**src/lpm_defines.vh**
```
// register map, field positions, reset values and encodings of the low-power mode controller
`ifndef LPM_DEFINES_VH
`define LPM_DEFINES_VH

// ----------------------------------------------------------------
// register byte addresses
// ----------------------------------------------------------------
`define LPM_ADDR_W          12
`define LPM_PWR_CTRL0_ADDR  12'hf80
`define LPM_MODE_STAT_ADDR  12'hf84

// ----------------------------------------------------------------
// power_control_0 fields
// ----------------------------------------------------------------
`define LPM_BIT_OPAMP_B     7
`define LPM_BIT_OPAMP_A     6
`define LPM_BIT_LCD         5
`define LPM_BIT_LOW_VOLT    4
`define LPM_BIT_TEMP        3
`define LPM_BIT_FAST_REC    2
`define LPM_BIT_CMP_0       1
`define LPM_BIT_CMP_1       0
`define LPM_PWR_CTRL0_RST   8'h10
`define LPM_VARIANT_ALL     8'hff

// ----------------------------------------------------------------
// mode output encodings (the status register returns the 3-bit sequencer state in bits [2:0])
// ----------------------------------------------------------------
`define LPM_MODE_RUN        2'h0
`define LPM_MODE_HALT       2'h1
`define LPM_MODE_STOP       2'h2

// ----------------------------------------------------------------
// peripheral clock source select
// ----------------------------------------------------------------
`define LPM_PCK_PREC_OSC    2'h0
`define LPM_PCK_SLOW_XTAL   2'h1
`define LPM_PCK_EXT         2'h2

`endif
```
**src/lpm_ctrl.v**
```verilog
// low-power mode controller: stop/halt sequencing, peripheral power gating and apb registers
//
// The implementer's own choice: the APB slave port.
`timescale 1ns/10ps
`include "lpm_defines.vh"

// Summary of operation
// - stop instruction puts the device into stop mode
// - entering stop clears the interrupt master enable bit
// - stop halts fast crystal, clears pll enable, releases crystal pins to gpio
// - stop clears fll enable, stops controlled oscillator; it runs after recovery
// - peripheral clock runs in stop per stop-run bit, source and fast recovery
// - enabled real-time clock keeps counting in stop
// - stop halts system clock and cpu, program counter frozen
// - enabled watchdog keeps running in stop
// - timer enabled for stop keeps running from its clock in stop
// - brownout in stop per option bit; low-voltage detect whenever enabled
// - op amps, comparators, temp sensor run in stop only with fast recovery
// - enabled lcd runs in stop; all other peripherals idle
// - halt instruction stops cpu only; clocks and peripherals keep running
// - halt exits on interrupt, watchdog timeout, power-on, brownout or reset pin
// - stop exits only through stop-mode recovery or a system reset
// - clearing a power control bit shuts that block down
// - power control resets to low-voltage detect on only, value 0x10
// - enable bits of absent peripherals have no effect
// - power control reset only by power-on or brownout reset
// - lcd and low-voltage detect stay active in stop regardless of fast recovery
// - fast recovery bit gives quick wake and keeps some blocks alive
// - op amp b bit7, a bit6, temp bit3, comparator 0 bit1, comparator 1 bit0
module lpm_ctrl #(
    parameter [7:0] VARIANT_MASK = `LPM_VARIANT_ALL
) (
    input  wire        pclk,
    input  wire        presetn,
    input  wire        sys_reset_req,
    input  wire        psel,
    input  wire        penable,
    input  wire        pwrite,
    input  wire [31:0] paddr,
    input  wire [31:0] pwdata,
    input  wire [3:0]  pstrb,
    output reg  [31:0] prdata,
    output reg         pready,
    output reg         pslverr,
    input  wire        stop_exec,
    input  wire        halt_exec,
    input  wire        instr_retired,
    input  wire        irq_pending,
    input  wire        wdt_timeout,
    input  wire        ext_reset_pin,
    input  wire        smr_event,
    input  wire        periph_clock_enable,
    input  wire [1:0]  periph_clock_select,
    input  wire        periph_clock_stop_run,
    input  wire        rtc_enable,
    input  wire        wdt_enable,
    input  wire        timer_stop_enable,
    input  wire        brownout_stop_option,
    output reg  [1:0]  mode,
    output reg         sys_clk_run,
    output reg         cpu_clk_run,
    output reg         interrupt_master_enable_clr,
    output reg         fast_crystal_osc_run,
    output reg         pll_enable_bit_clr,
    output reg         xtal_pins_release,
    output reg         fll_enable_bit_clr,
    output reg         digitally_controlled_osc_run,
    output reg         periph_clock_run,
    output reg         rtc_run,
    output reg         wdt_run,
    output reg         timer_run,
    output reg         brownout_detector_run,
    output reg         low_voltage_detect_on,
    output reg         lcd_on,
    output reg         opamp_a_on,
    output reg         opamp_b_on,
    output reg         temp_sensor_on,
    output reg         comparator_0_on,
    output reg         comparator_1_on,
    output reg         other_periph_run,
    output reg         fast_recovery
);

    // ----------------------------------------------------------------
    // states
    // ----------------------------------------------------------------
    localparam [2:0] ST_RUN       = 3'h0;
    localparam [2:0] ST_STOP_PEND = 3'h1;
    localparam [2:0] ST_HALT_PEND = 3'h2;
    localparam [2:0] ST_STOP      = 3'h3;
    localparam [2:0] ST_HALT      = 3'h4;

    // ----------------------------------------------------------------
    // declarations
    // ----------------------------------------------------------------
    reg  [2:0]  state_q;
    reg  [2:0]  state_d;
    reg  [7:0]  pwr_ctrl0_q;
    wire [7:0]  pwr_eff;
    wire        fast_rec_on;
    reg  [31:0] rdata_d;
    wire        in_stop;
    wire        in_halt;
    wire        enter_stop;
    wire        access;
    wire        hit_pwr;
    wire        hit_stat;
    wire        wr_pwr;
    reg         pclk_stop_ok;

    function addr_hit;
        input [31:0] a;
        input [11:0] target;
        begin
            addr_hit = (a[31:12] == 20'h00000) && (a[11:0] == target);
        end
    endfunction

    // an enabled block survives stop only while fast recovery is set
    function stop_keep;
        input en;
        input stopped;
        input fast_rec;
        begin
            stop_keep = en & (~stopped | fast_rec);
        end
    endfunction

    // ----------------------------------------------------------------
    // apb slave
    // ----------------------------------------------------------------
    assign access   = psel & penable & ~pready;
    assign hit_pwr  = addr_hit(paddr, `LPM_PWR_CTRL0_ADDR);
    assign hit_stat = addr_hit(paddr, `LPM_MODE_STAT_ADDR);
    assign wr_pwr   = psel & penable & pready & pwrite & hit_pwr & ~pslverr & pstrb[0];

    always @(posedge pclk or negedge presetn) begin
        if (!presetn) begin
            pready  <= 1'b0;
            pslverr <= 1'b0;
        end else begin
            // one wait state on every access
            pready  <= access;
            pslverr <= access & ~(hit_pwr | hit_stat);
        end
    end

    // read data mux, zero for writes and unmapped addresses
    always @* begin
        rdata_d = 32'h00000000;
        if (access & ~pwrite & hit_pwr)
            rdata_d = {24'h000000, pwr_ctrl0_q};
        else if (access & ~pwrite & hit_stat)
            rdata_d = {29'h00000000, state_q};
    end

    always @(posedge pclk or negedge presetn) begin
        if (!presetn)
            prdata <= 32'h00000000;
        else
            prdata <= rdata_d;
    end

    // ----------------------------------------------------------------
    // power control register (por/brownout reset only)
    // ----------------------------------------------------------------
    always @(posedge pclk or negedge presetn) begin
        if (!presetn) begin
            pwr_ctrl0_q <= `LPM_PWR_CTRL0_RST;
        end else if (wr_pwr) begin
            pwr_ctrl0_q <= pwdata[7:0];
        end
    end

    // absent blocks are masked so their bits cannot change operation
    assign pwr_eff = pwr_ctrl0_q & VARIANT_MASK;
    assign fast_rec_on = pwr_eff[`LPM_BIT_FAST_REC];

    // ----------------------------------------------------------------
    // mode sequencer
    // ----------------------------------------------------------------
    always @* begin
        state_d = state_q;
        case (state_q)
            ST_RUN: begin
                // stop wins when both decode together
                if (stop_exec)
                    state_d = instr_retired ? ST_STOP : ST_STOP_PEND;
                else if (halt_exec)
                    state_d = instr_retired ? ST_HALT : ST_HALT_PEND;
            end
            ST_STOP_PEND: begin
                if (instr_retired)
                    state_d = ST_STOP;
            end
            ST_HALT_PEND: begin
                if (instr_retired)
                    state_d = ST_HALT;
            end
            ST_STOP: begin
                if (smr_event)
                    state_d = ST_RUN;
            end
            ST_HALT: begin
                if (irq_pending | wdt_timeout | ext_reset_pin)
                    state_d = ST_RUN;
            end
            default: begin
                state_d = ST_RUN;
            end
        endcase
        // other system resets force run but leave power_control_0 alone
        if (sys_reset_req)
            state_d = ST_RUN;
    end

    always @(posedge pclk or negedge presetn) begin
        if (!presetn)
            state_q <= ST_RUN;
        else
            state_q <= state_d;
    end

    assign in_stop    = (state_d == ST_STOP);
    assign in_halt    = (state_d == ST_HALT);
    assign enter_stop = in_stop & (state_q != ST_STOP);

    // ----------------------------------------------------------------
    // peripheral clock in stop
    // ----------------------------------------------------------------
    // source 3 selects no clock, so nothing runs in stop
    always @* begin
        case (periph_clock_select)
            `LPM_PCK_PREC_OSC:
                pclk_stop_ok = periph_clock_stop_run & fast_rec_on;
            `LPM_PCK_SLOW_XTAL:
                pclk_stop_ok = periph_clock_stop_run;
            `LPM_PCK_EXT:
                pclk_stop_ok = periph_clock_stop_run;
            default:
                pclk_stop_ok = 1'b0;
        endcase
    end

    // ----------------------------------------------------------------
    // mode and core clocks
    // ----------------------------------------------------------------
    always @(posedge pclk or negedge presetn) begin
        if (!presetn) begin
            mode        <= `LPM_MODE_RUN;
            sys_clk_run <= 1'b1;
            cpu_clk_run <= 1'b1;
        end else begin
            mode        <= in_stop ? `LPM_MODE_STOP :
                           in_halt ? `LPM_MODE_HALT :
                           `LPM_MODE_RUN;
            // cpu frozen in halt and stop, system clock only in stop
            sys_clk_run <= ~in_stop;
            cpu_clk_run <= ~(in_stop | in_halt);
        end
    end

    // ----------------------------------------------------------------
    // stop entry strobes
    // ----------------------------------------------------------------
    // one-cycle pulses on the first stop cycle only
    always @(posedge pclk or negedge presetn) begin
        if (!presetn) begin
            interrupt_master_enable_clr <= 1'b0;
            pll_enable_bit_clr          <= 1'b0;
            fll_enable_bit_clr          <= 1'b0;
        end else begin
            interrupt_master_enable_clr <= enter_stop;
            pll_enable_bit_clr          <= enter_stop;
            fll_enable_bit_clr          <= enter_stop;
        end
    end

    // ----------------------------------------------------------------
    // oscillators and crystal pins
    // ----------------------------------------------------------------
    always @(posedge pclk or negedge presetn) begin
        if (!presetn) begin
            fast_crystal_osc_run         <= 1'b1;
            xtal_pins_release            <= 1'b0;
            digitally_controlled_osc_run <= 1'b1;
        end else begin
            fast_crystal_osc_run         <= ~in_stop;
            xtal_pins_release            <= in_stop;
            // restarts on recovery while the fll enable stays cleared
            digitally_controlled_osc_run <= ~in_stop;
        end
    end

    // ----------------------------------------------------------------
    // clocked peripherals
    // ----------------------------------------------------------------
    always @(posedge pclk or negedge presetn) begin
        if (!presetn) begin
            periph_clock_run      <= 1'b0;
            rtc_run               <= 1'b0;
            wdt_run               <= 1'b0;
            timer_run             <= 1'b1;
            brownout_detector_run <= 1'b1;
            other_periph_run      <= 1'b1;
        end else begin
            periph_clock_run      <= periph_clock_enable
                                     & (~in_stop | pclk_stop_ok);
            rtc_run               <= rtc_enable;
            wdt_run               <= wdt_enable;
            timer_run             <= ~in_stop | timer_stop_enable;
            brownout_detector_run <= ~in_stop | brownout_stop_option;
            // blocks without their own enable idle in stop
            other_periph_run      <= ~in_stop;
        end
    end

    // ----------------------------------------------------------------
    // power-gated blocks
    // ----------------------------------------------------------------
    always @(posedge pclk or negedge presetn) begin
        if (!presetn) begin
            low_voltage_detect_on <= 1'b0;
            lcd_on                <= 1'b0;
            opamp_a_on            <= 1'b0;
            opamp_b_on            <= 1'b0;
            temp_sensor_on        <= 1'b0;
            comparator_0_on       <= 1'b0;
            comparator_1_on       <= 1'b0;
            fast_recovery         <= 1'b0;
        end else begin
            // a clear bit gates its block; lcd and low-voltage ignore fast recovery
            low_voltage_detect_on <= pwr_eff[`LPM_BIT_LOW_VOLT];
            lcd_on                <= pwr_eff[`LPM_BIT_LCD];
            opamp_a_on            <= stop_keep(pwr_eff[`LPM_BIT_OPAMP_A],
                                               in_stop, fast_rec_on);
            opamp_b_on            <= stop_keep(pwr_eff[`LPM_BIT_OPAMP_B],
                                               in_stop, fast_rec_on);
            temp_sensor_on        <= stop_keep(pwr_eff[`LPM_BIT_TEMP],
                                               in_stop, fast_rec_on);
            comparator_0_on       <= stop_keep(pwr_eff[`LPM_BIT_CMP_0],
                                               in_stop, fast_rec_on);
            comparator_1_on       <= stop_keep(pwr_eff[`LPM_BIT_CMP_1],
                                               in_stop, fast_rec_on);
            fast_recovery         <= fast_rec_on;
        end
    end

endmodule

```
**config.mk**
```make
export PLATFORM = sky130hd
export DESIGN_NAME = lpm_ctrl
export DESIGN_NICKNAME = d
export VERILOG_FILES = /design/src/lpm_ctrl.v
export VERILOG_INCLUDE_DIRS = /design/src
export SDC_FILE = /design/constraint.sdc
export NUM_CORES = 1
export LEC_CHECK = 0
export ABC_AREA = 1
export ABC_CLOCK_PERIOD_IN_PS = 3800
export BUFFER_PORTS_ARGS = -buffer_cell sky130_fd_sc_hd__clkbuf_2
export CAP_MARGIN = 25
export CORE_MARGIN = 3
export CORE_UTILIZATION = 43
export DETAILED_ROUTE_END_ITERATION = 7
export PLACE_DENSITY = 0.92
export REMOVE_ABC_BUFFERS = 1
export SYNTH_ARGS = -nofsm -noshare
export SYNTH_HDL_FRONTEND = slang
export SYNTH_SLANG_ARGS = --single-unit
```
**constraint.sdc**
```tcl
create_clock -name pclk -period 3.8 [get_ports pclk]
set_input_delay 0.19 -clock pclk [delete_from_list [all_inputs] [get_ports pclk]]
set_output_delay 0.19 -clock pclk [all_outputs]
set_load 0.03 [all_outputs]
```
# Word level (Yosys, flattened, before mapping)
# Index checks and enable logic that the tools add are counted.
# word_totals
reg_bits	64
latchBits	0
ram_bits	0
romBits	0
in_bits	89
output_inout_bits	58
wordCells	88
n_memories	0
# classes
addsub	0
multipliers	0
n_div	0
order_cmp	0
n_eq_ne	11
n_shift	0
n_mux	15
bitwise	33
n_reduce_logical	6
# ops
operator	count
2-to-1 mux 3 bit	9
equality test 12 bit, second input constant	2
zero test 20 bit	1
bitwise AND 1 bit	19
case mux 3 bit (5 select lines)	1
equality test 3 x 2 -> 1 bit, second input constant	3
2-to-1 mux 8 bit	1
OR 1 bit	8
equality test 3 bit, second input constant	2
inverter 1 bit	6
2-to-1 mux 2 bit	2
equality test 3 x 1 -> 1 bit, second input constant	1
zero test 3 bit	1
!= test 3 x 2 -> 1 bit, second input constant	1
equality test 2 x 1 -> 1 bit, second input constant	1
equality test 2 bit, second input constant	1
logical AND 1 bit	2
zero test 2 bit	1
case mux 1 bit (2 select lines)	1
OR reduction 2 bit	1
2-to-1 mux 1 bit	1

# Logic depth before layout (Yosys ltp)
# Gate-level depths: netlist of the first run.
# depth
depth_word	9
ltp_mapped	9
mapped_depth_nobuf	9

# Least setup slack after synthesis of the first run
# OpenSTA, ideal clock, no wires.
# synth_path
path_kind	register to register
from	register pready
to	register pwr_ctrl0_q[0]
setup_time_ns	0.117
arrival_time_ns	1.320
required_time_ns	3.683
path_slack_ns	2.363
path_stages_with_launch	6
path_buffers	0
period_less_slack_ns	1.437
path_cell_list	dfrtp_1 nand2_1 nor4b_4 nand2_2 nand2_1 nand2_1
# synth_between
elab_chain_len	5
# synth_lines
element	line_no	rtl
start, declared	lpm_ctrl.v:43	output reg pready,
start signal, assigned	lpm_ctrl.v:143	pready <= access;
bitwise AND 1 bit (5 in series)	lpm_ctrl.v:135	assign wr_pwr = psel & penable & pready & pwrite & hit_pwr & ~pslverr & pstrb[0];
end signal, assigned	lpm_ctrl.v:169	pwr_ctrl0_q <= `LPM_PWR_CTRL0_RST;
end signal, assigned	lpm_ctrl.v:171	pwr_ctrl0_q <= pwdata[7:0];
end, declared	lpm_ctrl.v:98	reg [7:0] pwr_ctrl0_q;
# Every way passes these cells.
# A chain may end at the register's enable or synchronous reset.

# Worst setup path after layout of the first run
# layout_path
from	register state_q[1]
to	register brownout_detector_run
# layout_between
elab_chain_len	7
word_cells_on_any_way	16
cone_classes	5 x eq/ne; 8 x mux; 2 x bitwise; 1 x reduce/logical
# layout_lines
element	line_no	rtl
start, declared	lpm_ctrl.v:96	reg [2:0] state_q;
start signal, assigned	lpm_ctrl.v:221	state_q <= state_d;
2-to-1 mux 3 bit	lpm_ctrl.v:189	else if (halt_exec)
2-to-1 mux 3 bit	lpm_ctrl.v:187	if (stop_exec)
case mux 3 bit (5 select lines) (*)	lpm_ctrl.v:184	case (state_q)
2-to-1 mux 3 bit (*)	lpm_ctrl.v:213	if (sys_reset_req)
equality test 3 x 2 -> 1 bit (*)	lpm_ctrl.v:224	assign in_stop = (state_d == ST_STOP);
inverter 1 bit (*)	lpm_ctrl.v:312	brownout_detector_run <= ~in_stop | brownout_stop_option;
OR 1 bit (*)	lpm_ctrl.v:312	
end signal, assigned	lpm_ctrl.v:312	
end, declared	lpm_ctrl.v:72	output reg brownout_detector_run,
# Every way passes the cells marked *; elsewhere a longest branch is shown, timed or not.

==> results of run 1 <==
-- logic make-up (layout without fill, tap and decap cells) --
group	count (synthesis)	count (layout)	share of synthesized area
AND/OR/NAND/NOR	115	115	0.276
buffers and inverters	59	133	0.175
adder cells (fa/ha/maj)	2	2	0.0130
AO/OA/AOI/OAI	6	6	0.0240
other	1	24	0.00195
flip-flops	39	39	0.510
-- registers in the layout (all words and copies together) (netlist names), 2 cells and up --
signal / flops
mode: 2
prdata: 8
pwr_ctrl0_q: 8
state_q: 3
-- where the power goes --
part	switching (uW)	total [uW]	internal, uW
sequential	12.3	446	434
combinational	134	193	59.3
clock	136	398	262
total	282	1040	756
-- cell usage in the layout, fill, tap and decap left out --
| cell | instances |
|---|---|
| ha_1 | 2 |
| nand4_1 | 2 |
| dfstp_2 | 5 |
| nand2_2 | 2 |
| a21oi_4 | 1 |
| nor4_1 | 2 |
| buf_12 | 1 |
| inv_1 | 26 |
| nor2_4 | 1 |
| conb_1 | 24 |
| nand2_1 | 47 |
| nor3_1 | 3 |
| nor2_2 | 1 |
| nand3_2 | 2 |
| and3_2 | 1 |
| nor3b_1 | 1 |
| inv_2 | 2 |
| clkbuf_2 | 95 |
| clkbuf_8 | 5 |
| dfrtp_1 | 34 |
| and2_1 | 1 |
| bufinv_16 | 2 |
| nor2_1 | 32 |
| clkbuf_1 | 1 |
| nand3_1 | 16 |
| o211ai_1 | 2 |
| nand3b_1 | 1 |
| or2_1 | 2 |
| a21oi_1 | 3 |
| nor4b_4 | 1 |
| dlygate4sd3_1 | 1 |
-- timing repair --
action,in CTS,in global routing
endpoints found under the hold margin,0,34
setup buffers,0,0
setup endpoints to repair,0,0
hold buffers,0,1
-- worst paths after layout --
kind | start | end
min | wdt_enable | wdt_run$_DFF_PN0_
max in group asynchronous | presetn | other_periph_run$_DFF_PN1_
max reg2reg | state_q[1]$_DFF_PN0_ | brownout_detector_run$_DFF_PN1_
max | state_q[1]$_DFF_PN0_ | brownout_detector_run$_DFF_PN1_
min reg2reg | pwr_ctrl0_q[4]$_DFFE_PN1P_ | low_voltage_detect_on$_DFF_PN0_
min in group asynchronous | presetn | prdata[3]$_DFF_PN0_
-- area by class of cell --
class | instances | area [um2]
Tap cell | 50 | 62.6
Fill cell | 342 | 1690
Multi-Input combinational cell | 147 | 693
Inverter | 28 | 105
Clock inverter | 2 | 60.1
Sequential cell | 39 | 982
Timing Repair Buffer | 97 | 505
Clock buffer | 6 | 72.6
-- worst reg2reg max path, delay by kind of cell (launching register included) --
kind | cells | cell delay [ns]
buffers and inverters | 1 | 0.17
flip-flops | 1 | 0.45
AND/OR/NAND/NOR | 6 | 0.72
-- metrics by stage --
step                power [uW]  std cells  setup slack [ns]
floorplan                  574        214              2.36
global placement           639        359              2.30
detailed placement         644        359              2.27
CTS                       1040        367              2.39
global route              1080        369              2.23
finish                    1040        369              2.39
-- routing by layer --
| metal | part of all wire | wire length, um | vias to the layer above |
|---|---|---|---|
| met5 | 0 | 0 | - |
| met4 | 0.014 | 55 | 0 |
| met3 | 0.11 | 440 | 8 |
| met2 | 0.52 | 2070 | 98 |
| met1 | 0.36 | 1430 | 743 |
| li1 | - | - | 819 |
==> impl_metrics.py, run 1 <==
metrics = {
    "min_path": {
        "hold_path_depth": 1,
        "hp-class": "in -> reg",
    },
    "sta": {
        "max-slew-margin-rel": 0.653,
        "finalHoldViolCount": 0,
        "setup_viol": 0,
        "max_freq_mhz": 707,
        "worst_pin_slew_ns": 0.518,
        "setup_tns_ns": 0,
        "fin_crit_sh": 0.372,
        "timing.final.crit_period_ns": 1.41,
        "grt_setup_unrepaired": "false",
        "whs_ns": 0.0130,
        "drv_slew": 0,
        "finClkSkew_ns": 0.00786,
    },
    "setup_path": {
        "worstPathArrival_ns": 1.62,
        "path_buf_inv": 1,
        "r2r_setup_slack_ns": 2.39,
        "cp-end-kind": "flip-flop",
        "crit_fanout": 5,
        "cp-start-kind": "flip-flop",
        "cp.depth": 7,
        "crit_chain": "inv_1, nand4_1, nand2_1, nor2_1, nand2_1, nand2_2, or2_1",
        "cp_top_family": "simple AND/OR/NAND/NOR gates",
        "cp_slowest_cell": "dfrtp_1",
        "worstRegToRegCells": 7,
        "max_stage_delay_ns": 0.45,
        "cp.required_ns": 4.01,
        "cpMostUsedCell": "nand2_1",
        "path_class": "reg -> reg",
    },
    "synthesis": {
        "yosys.area.top_type_share": 0.442,
        "synth-edff-count": 0,
        "avgSynthCellArea_um2": 8.68,
        "synth.yosys.seq_area_share": 0.510,
        "ys_types": 26,
        "synth_top_flop_cell": "dfrtp_1",
        "synthTopCellsByCount": "nand2_1, dfrtp_1, nor2_1",
        "ys_warn_count": 0,
        "synth.ff_latch_count": 39,
        "synth_largest_area_cell": "dfrtp_1",
        "syn-cell-area_um2": 1930,
        "synthArstFlopShare": 1.00,
        "yosysMostFrequentCell": "nand2_1",
        "synthTopCellsByArea": "dfrtp_1, buf_4, nand2_1",
        "synth_cells": 222,
    },
    "floorplan": {
        "io_pins": 147,
        "die_w_um": 72.9,
        "row_count": 23,
        "die_height_um": 72.9,
        "initial_utilization": 0.462,
        "dieArea_um2": 5320,
        "core_region_area_um2": 4170,
    },
    "placement": {
        "hpwl_um": 3220,
        "globalplace.congestion": 0.718,
        "place_area_um2": 2320,
        "io_buffers": 95,
    },
    "pwr": {
        "p_leak_uw": 0.00144,
        "ir_worst_vdd_mv": 0.165,
        "power_density_nw_per_um2": 418,
    },
    "clocking": {
        "cts_resized": 0,
        "root_buffer": "clkbuf_8",
        "cts_buffers": 5,
        "clock_latency_ns": 0.28,
        "path_clk_slew_ns": 0.08,
        "htreeDepth": 2,
        "clock-sinks": 39,
        "cts_tree": "yes",
        "cts_buffer_depth": 2,
    },
    "drt": {
        "wl_um": 4000,
        "dr.pass1.iters": 6,
        "viasPerCell": 4.52,
        "wl_per_cell_um": 10.8,
        "drc": 0,
        "vias": 1668,
        "drt_iter0_drc": 63,
        "ant_nets": 0,
    },
    "global_route": {
        "grt_pass1_wl_um": 6350,
        "grt-busiest-layer": "met2",
        "grt_util_met2": 0.266,
        "track_usage": 0.153,
        "grt.met1_usage": 0.183,
        "grt_use_met3": 0.0413,
        "grt_pass1_vias": 1432,
        "grt_max_degree": 40,
        "grt-ovfl-total": 0,
        "antenna_found_initial": 0,
    },
    "final_layout": {
        "antennaDiodeCount": 0,
        "layout-drive-gt1-share": 0.373,
        "fin_area_um2": 2480,
        "final_core_util": 0.595,
        "syn2layout_area_growth_pct": 28.8,
        "final_nets": 409,
    },
    "outcome": {
        "run_status": "finished, final reports clean",
    },
    "run": {
        "maxCapViolCount": 0,
    },
}
Power figures use the tool's default switching activity.
==> run 2: changes to the inputs <==
Settings changed: ABC_CLOCK_PERIOD_IN_PS 3800 to 1300, CORE_UTILIZATION 43 to 36, PLACE_DENSITY 0.92 to 0.82.
Clock period 3.8 ns to 1.3 ns, I/O delays scaled along.
==> run 2 against run 1 <==
Compared with the run above:
- the flow now finishes with violations (negative setup slack)
- die area increased by 18%
- clock-buffer cell count stayed put
- combinational power grew to 3.7 times the previous value
- critical path depth is the same
- highest routed layer unchanged
==> impl_metrics.py, run 2 (synthesis gave the netlist of run 1 again) <==
metrics = {
    "setup_path": {
        "cp_slowest_cell": "dfrtp_1",
        "max_stage_delay_ns": 0.40,
        "regToRegEndpoint": "brownout_detector_run$_DFF_PN1_",
        "r2r_start": "state_q[2]$_DFF_PN0_",
        "crit_fanout": 5,
        "path_class": "reg -> reg",
        "worstRegToRegCells": 7,
        "path_buf_inv": 2,
        "cp-end-kind": "flip-flop",
        "worstPathArrival_ns": 1.59,
        "crit_chain": "inv_2, nand3_4, nor2_4, inv_2, a21oi_4, nand2_4, or2_1",
        "startpoint": "state_q[2]$_DFF_PN0_",
        "cp_top_family": "simple AND/OR/NAND/NOR gates",
        "cpMostUsedCell": "inv_2",
        "r2r_setup_slack_ns": -0.08,
        "cp-start-kind": "flip-flop",
        "cp.required_ns": 1.51,
        "crit_path_end": "brownout_detector_run$_DFF_PN1_",
        "cp.depth": 7,
    },
    "final_layout": {
        "mostFrequentLayoutCells": "clkbuf_2, nand2_1, dfrtp_1, nor2_1, conb_1",
        "reg_top3": "prdata x8, pwr_ctrl0_q x8, state_q x3",
        "layout-drive-gt1-share": 0.442,
        "final_common_cell": "clkbuf_2",
        "final_nets": 432,
        "antennaDiodeCount": 0,
        "fin_cells": 412,
        "fillCellCount": 477,
        "syn2layout_area_growth_pct": 43.6,
        "fin_area_um2": 2770,
    },
    "sta": {
        "timing.final.crit_period_ns": 1.38,
        "setup_viol": 11,
        "max_freq_mhz": 725,
        "grt_setup_unrepaired": "true",
        "fin_crit_sh": 1.06,
        "finClkSkew_ns": 0.00763,
        "finalHoldViolCount": 0,
        "fin_ws_ns": -0.0793,
        "whs_ns": 0.00768,
        "drv_slew": 0,
    },
    "drt": {
        "drt_iter0_drc": 61,
        "wl_per_cell_um": 11.0,
        "vias": 1820,
        "drc": 0,
        "ant_nets": 0,
        "wl_um": 4550,
        "dr.pass1.iters": 4,
        "viasPerCell": 4.42,
    },
    "clocking": {
        "clock-sinks": 39,
        "cts_tree": "yes",
        "root_buffer": "clkbuf_8",
        "htreeDepth": 2,
        "path_clk_slew_ns": 0.07,
        "clock_latency_ns": 0.29,
        "cts_buffer_depth": 2,
        "cts_buffers": 5,
    },
    "pwr": {
        "sw_frac_of_total": 0.278,
        "intPower_uw": 2290,
        "p_comb_frac": 0.222,
        "p_seq_frac": 0.414,
        "p_leak_uw": 0.00155,
        "clkPwrFrac": 0.364,
        "power_density_nw_per_um2": 1150,
        "netSwitchingPower_uw": 884,
        "ir_worst_vdd_mv": 0.533,
    },
    "placement": {
        "dp.cells": 391,
        "place_area_um2": 2430,
        "hpwl_um": 3440,
        "io_buffers": 95,
        "globalplace.congestion": 0.783,
    },
    "run": {
        "maxCapViolCount": 0,
    },
    "floorplan": {
        "core_region_area_um2": 5140,
        "dieArea_um2": 6270,
        "die_height_um": 79.2,
        "initial_utilization": 0.375,
        "die_w_um": 79.2,
        "io_pins": 147,
        "row_count": 26,
    },
    "global_route": {
        "antenna_found_initial": 0,
        "grt-ovfl-total": 0,
        "grt_max_degree": 40,
        "grt_pass1_vias": 1683,
        "grt_pass1_wl_um": 7130,
        "track_usage": 0.144,
    },
    "min_path": {
        "hp-class": "in -> reg",
        "hold_path_depth": 3,
    },
    "outcome": {
        "run_status": "complete, but fails checks",
        "violations": "negative setup slack",
    },
}
-- run 2: routing by layer --
layer  vias up  wire length [um]  GRT usage
met2       110              2400      0.279
met3        13               378     0.0204
met1       827              1620      0.150
met5         -                 0          0
met4         0               150     0.0722
li1        870                 -          -
-- run 2: timing repair --
| action | in CTS | in global routing |
|---|---|---|
| setup buffers | 3 | 2 |
| hold buffers | 7 | 1 |
| gates resized for setup | 7 | 18 |
| setup endpoints to repair | 11 | 16 |
| pin swaps | 2 | 6 |
| hold endpoints to repair | 40 | 1 |
-- run 2: metrics by stage --
stage | power, uW | TNS (ns) | setup slack [ns] | util
after floorplan | 1680 | -1.06 | -0.137 | -
after global placement | 1910 | -0.108 | -0.0201 | 0.473
after detailed placement | 1930 | -0.604 | -0.0900 | 0.473
after CTS | 3140 | -0.0987 | -0.0432 | 0.522
after global routing | 3320 | -1.23 | -0.134 | 0.538
final | 3180 | -0.599 | -0.0793 | 0.538
-- run 2: how the worst min path moves through the flow --
stage,start,slack (ns),endpoint
2_1_floorplan,presetn,-0.23,comparator_0_on$_DFF_PN0_
3_3_place_gp,presetn,0.13,prdata[7]$_DFF_PN0_
3_5_place_dp,presetn,0.14,prdata[7]$_DFF_PN0_
4_1_cts,pwdata[7],0.004,pwr_ctrl0_q[7]$_DFFE_PN0P_
5_1_grt,pwdata[5],0.01,pwr_ctrl0_q[5]$_DFFE_PN0P_
6_report,pwdata[7],0.008,pwr_ctrl0_q[7]$_DFFE_PN0P_
-- run 2: power groups by stage --
stage / clock network (uW) / registers [uW] / logic, uW
2_1_floorplan: 0 / 1440 / 234
3_3_place_gp: 0 / 1320 / 590
3_5_place_dp: 0 / 1330 / 603
4_1_cts: 1180 / 1310 / 655
5_1_grt: 1240 / 1320 / 762
6_report: 1160 / 1310 / 706
-- run 2: final cells by class --
class / instances / area, um2 / area share
flip-flops and latches: 39 / 985 / 0.356
multi-input cells: 147 / 767 / 0.277
clock buffers: 6 / 72.6 / 0.0262
clock inverters: 2 / 60.1 / 0.0217
inverters: 28 / 108 / 0.0389
repair buffers: 120 / 687 / 0.248
well taps: 70 / 87.6 / 0.0317
-- run 2: worst reg2reg max path: cells and delay by family, from the launching register on --
family                 cells  cell delay [ns]
and+or+nand+nor            4             0.49
AOI/OAI and AO/OA          1             0.25
DFF                        1             0.40
buffers and inverters      2             0.17
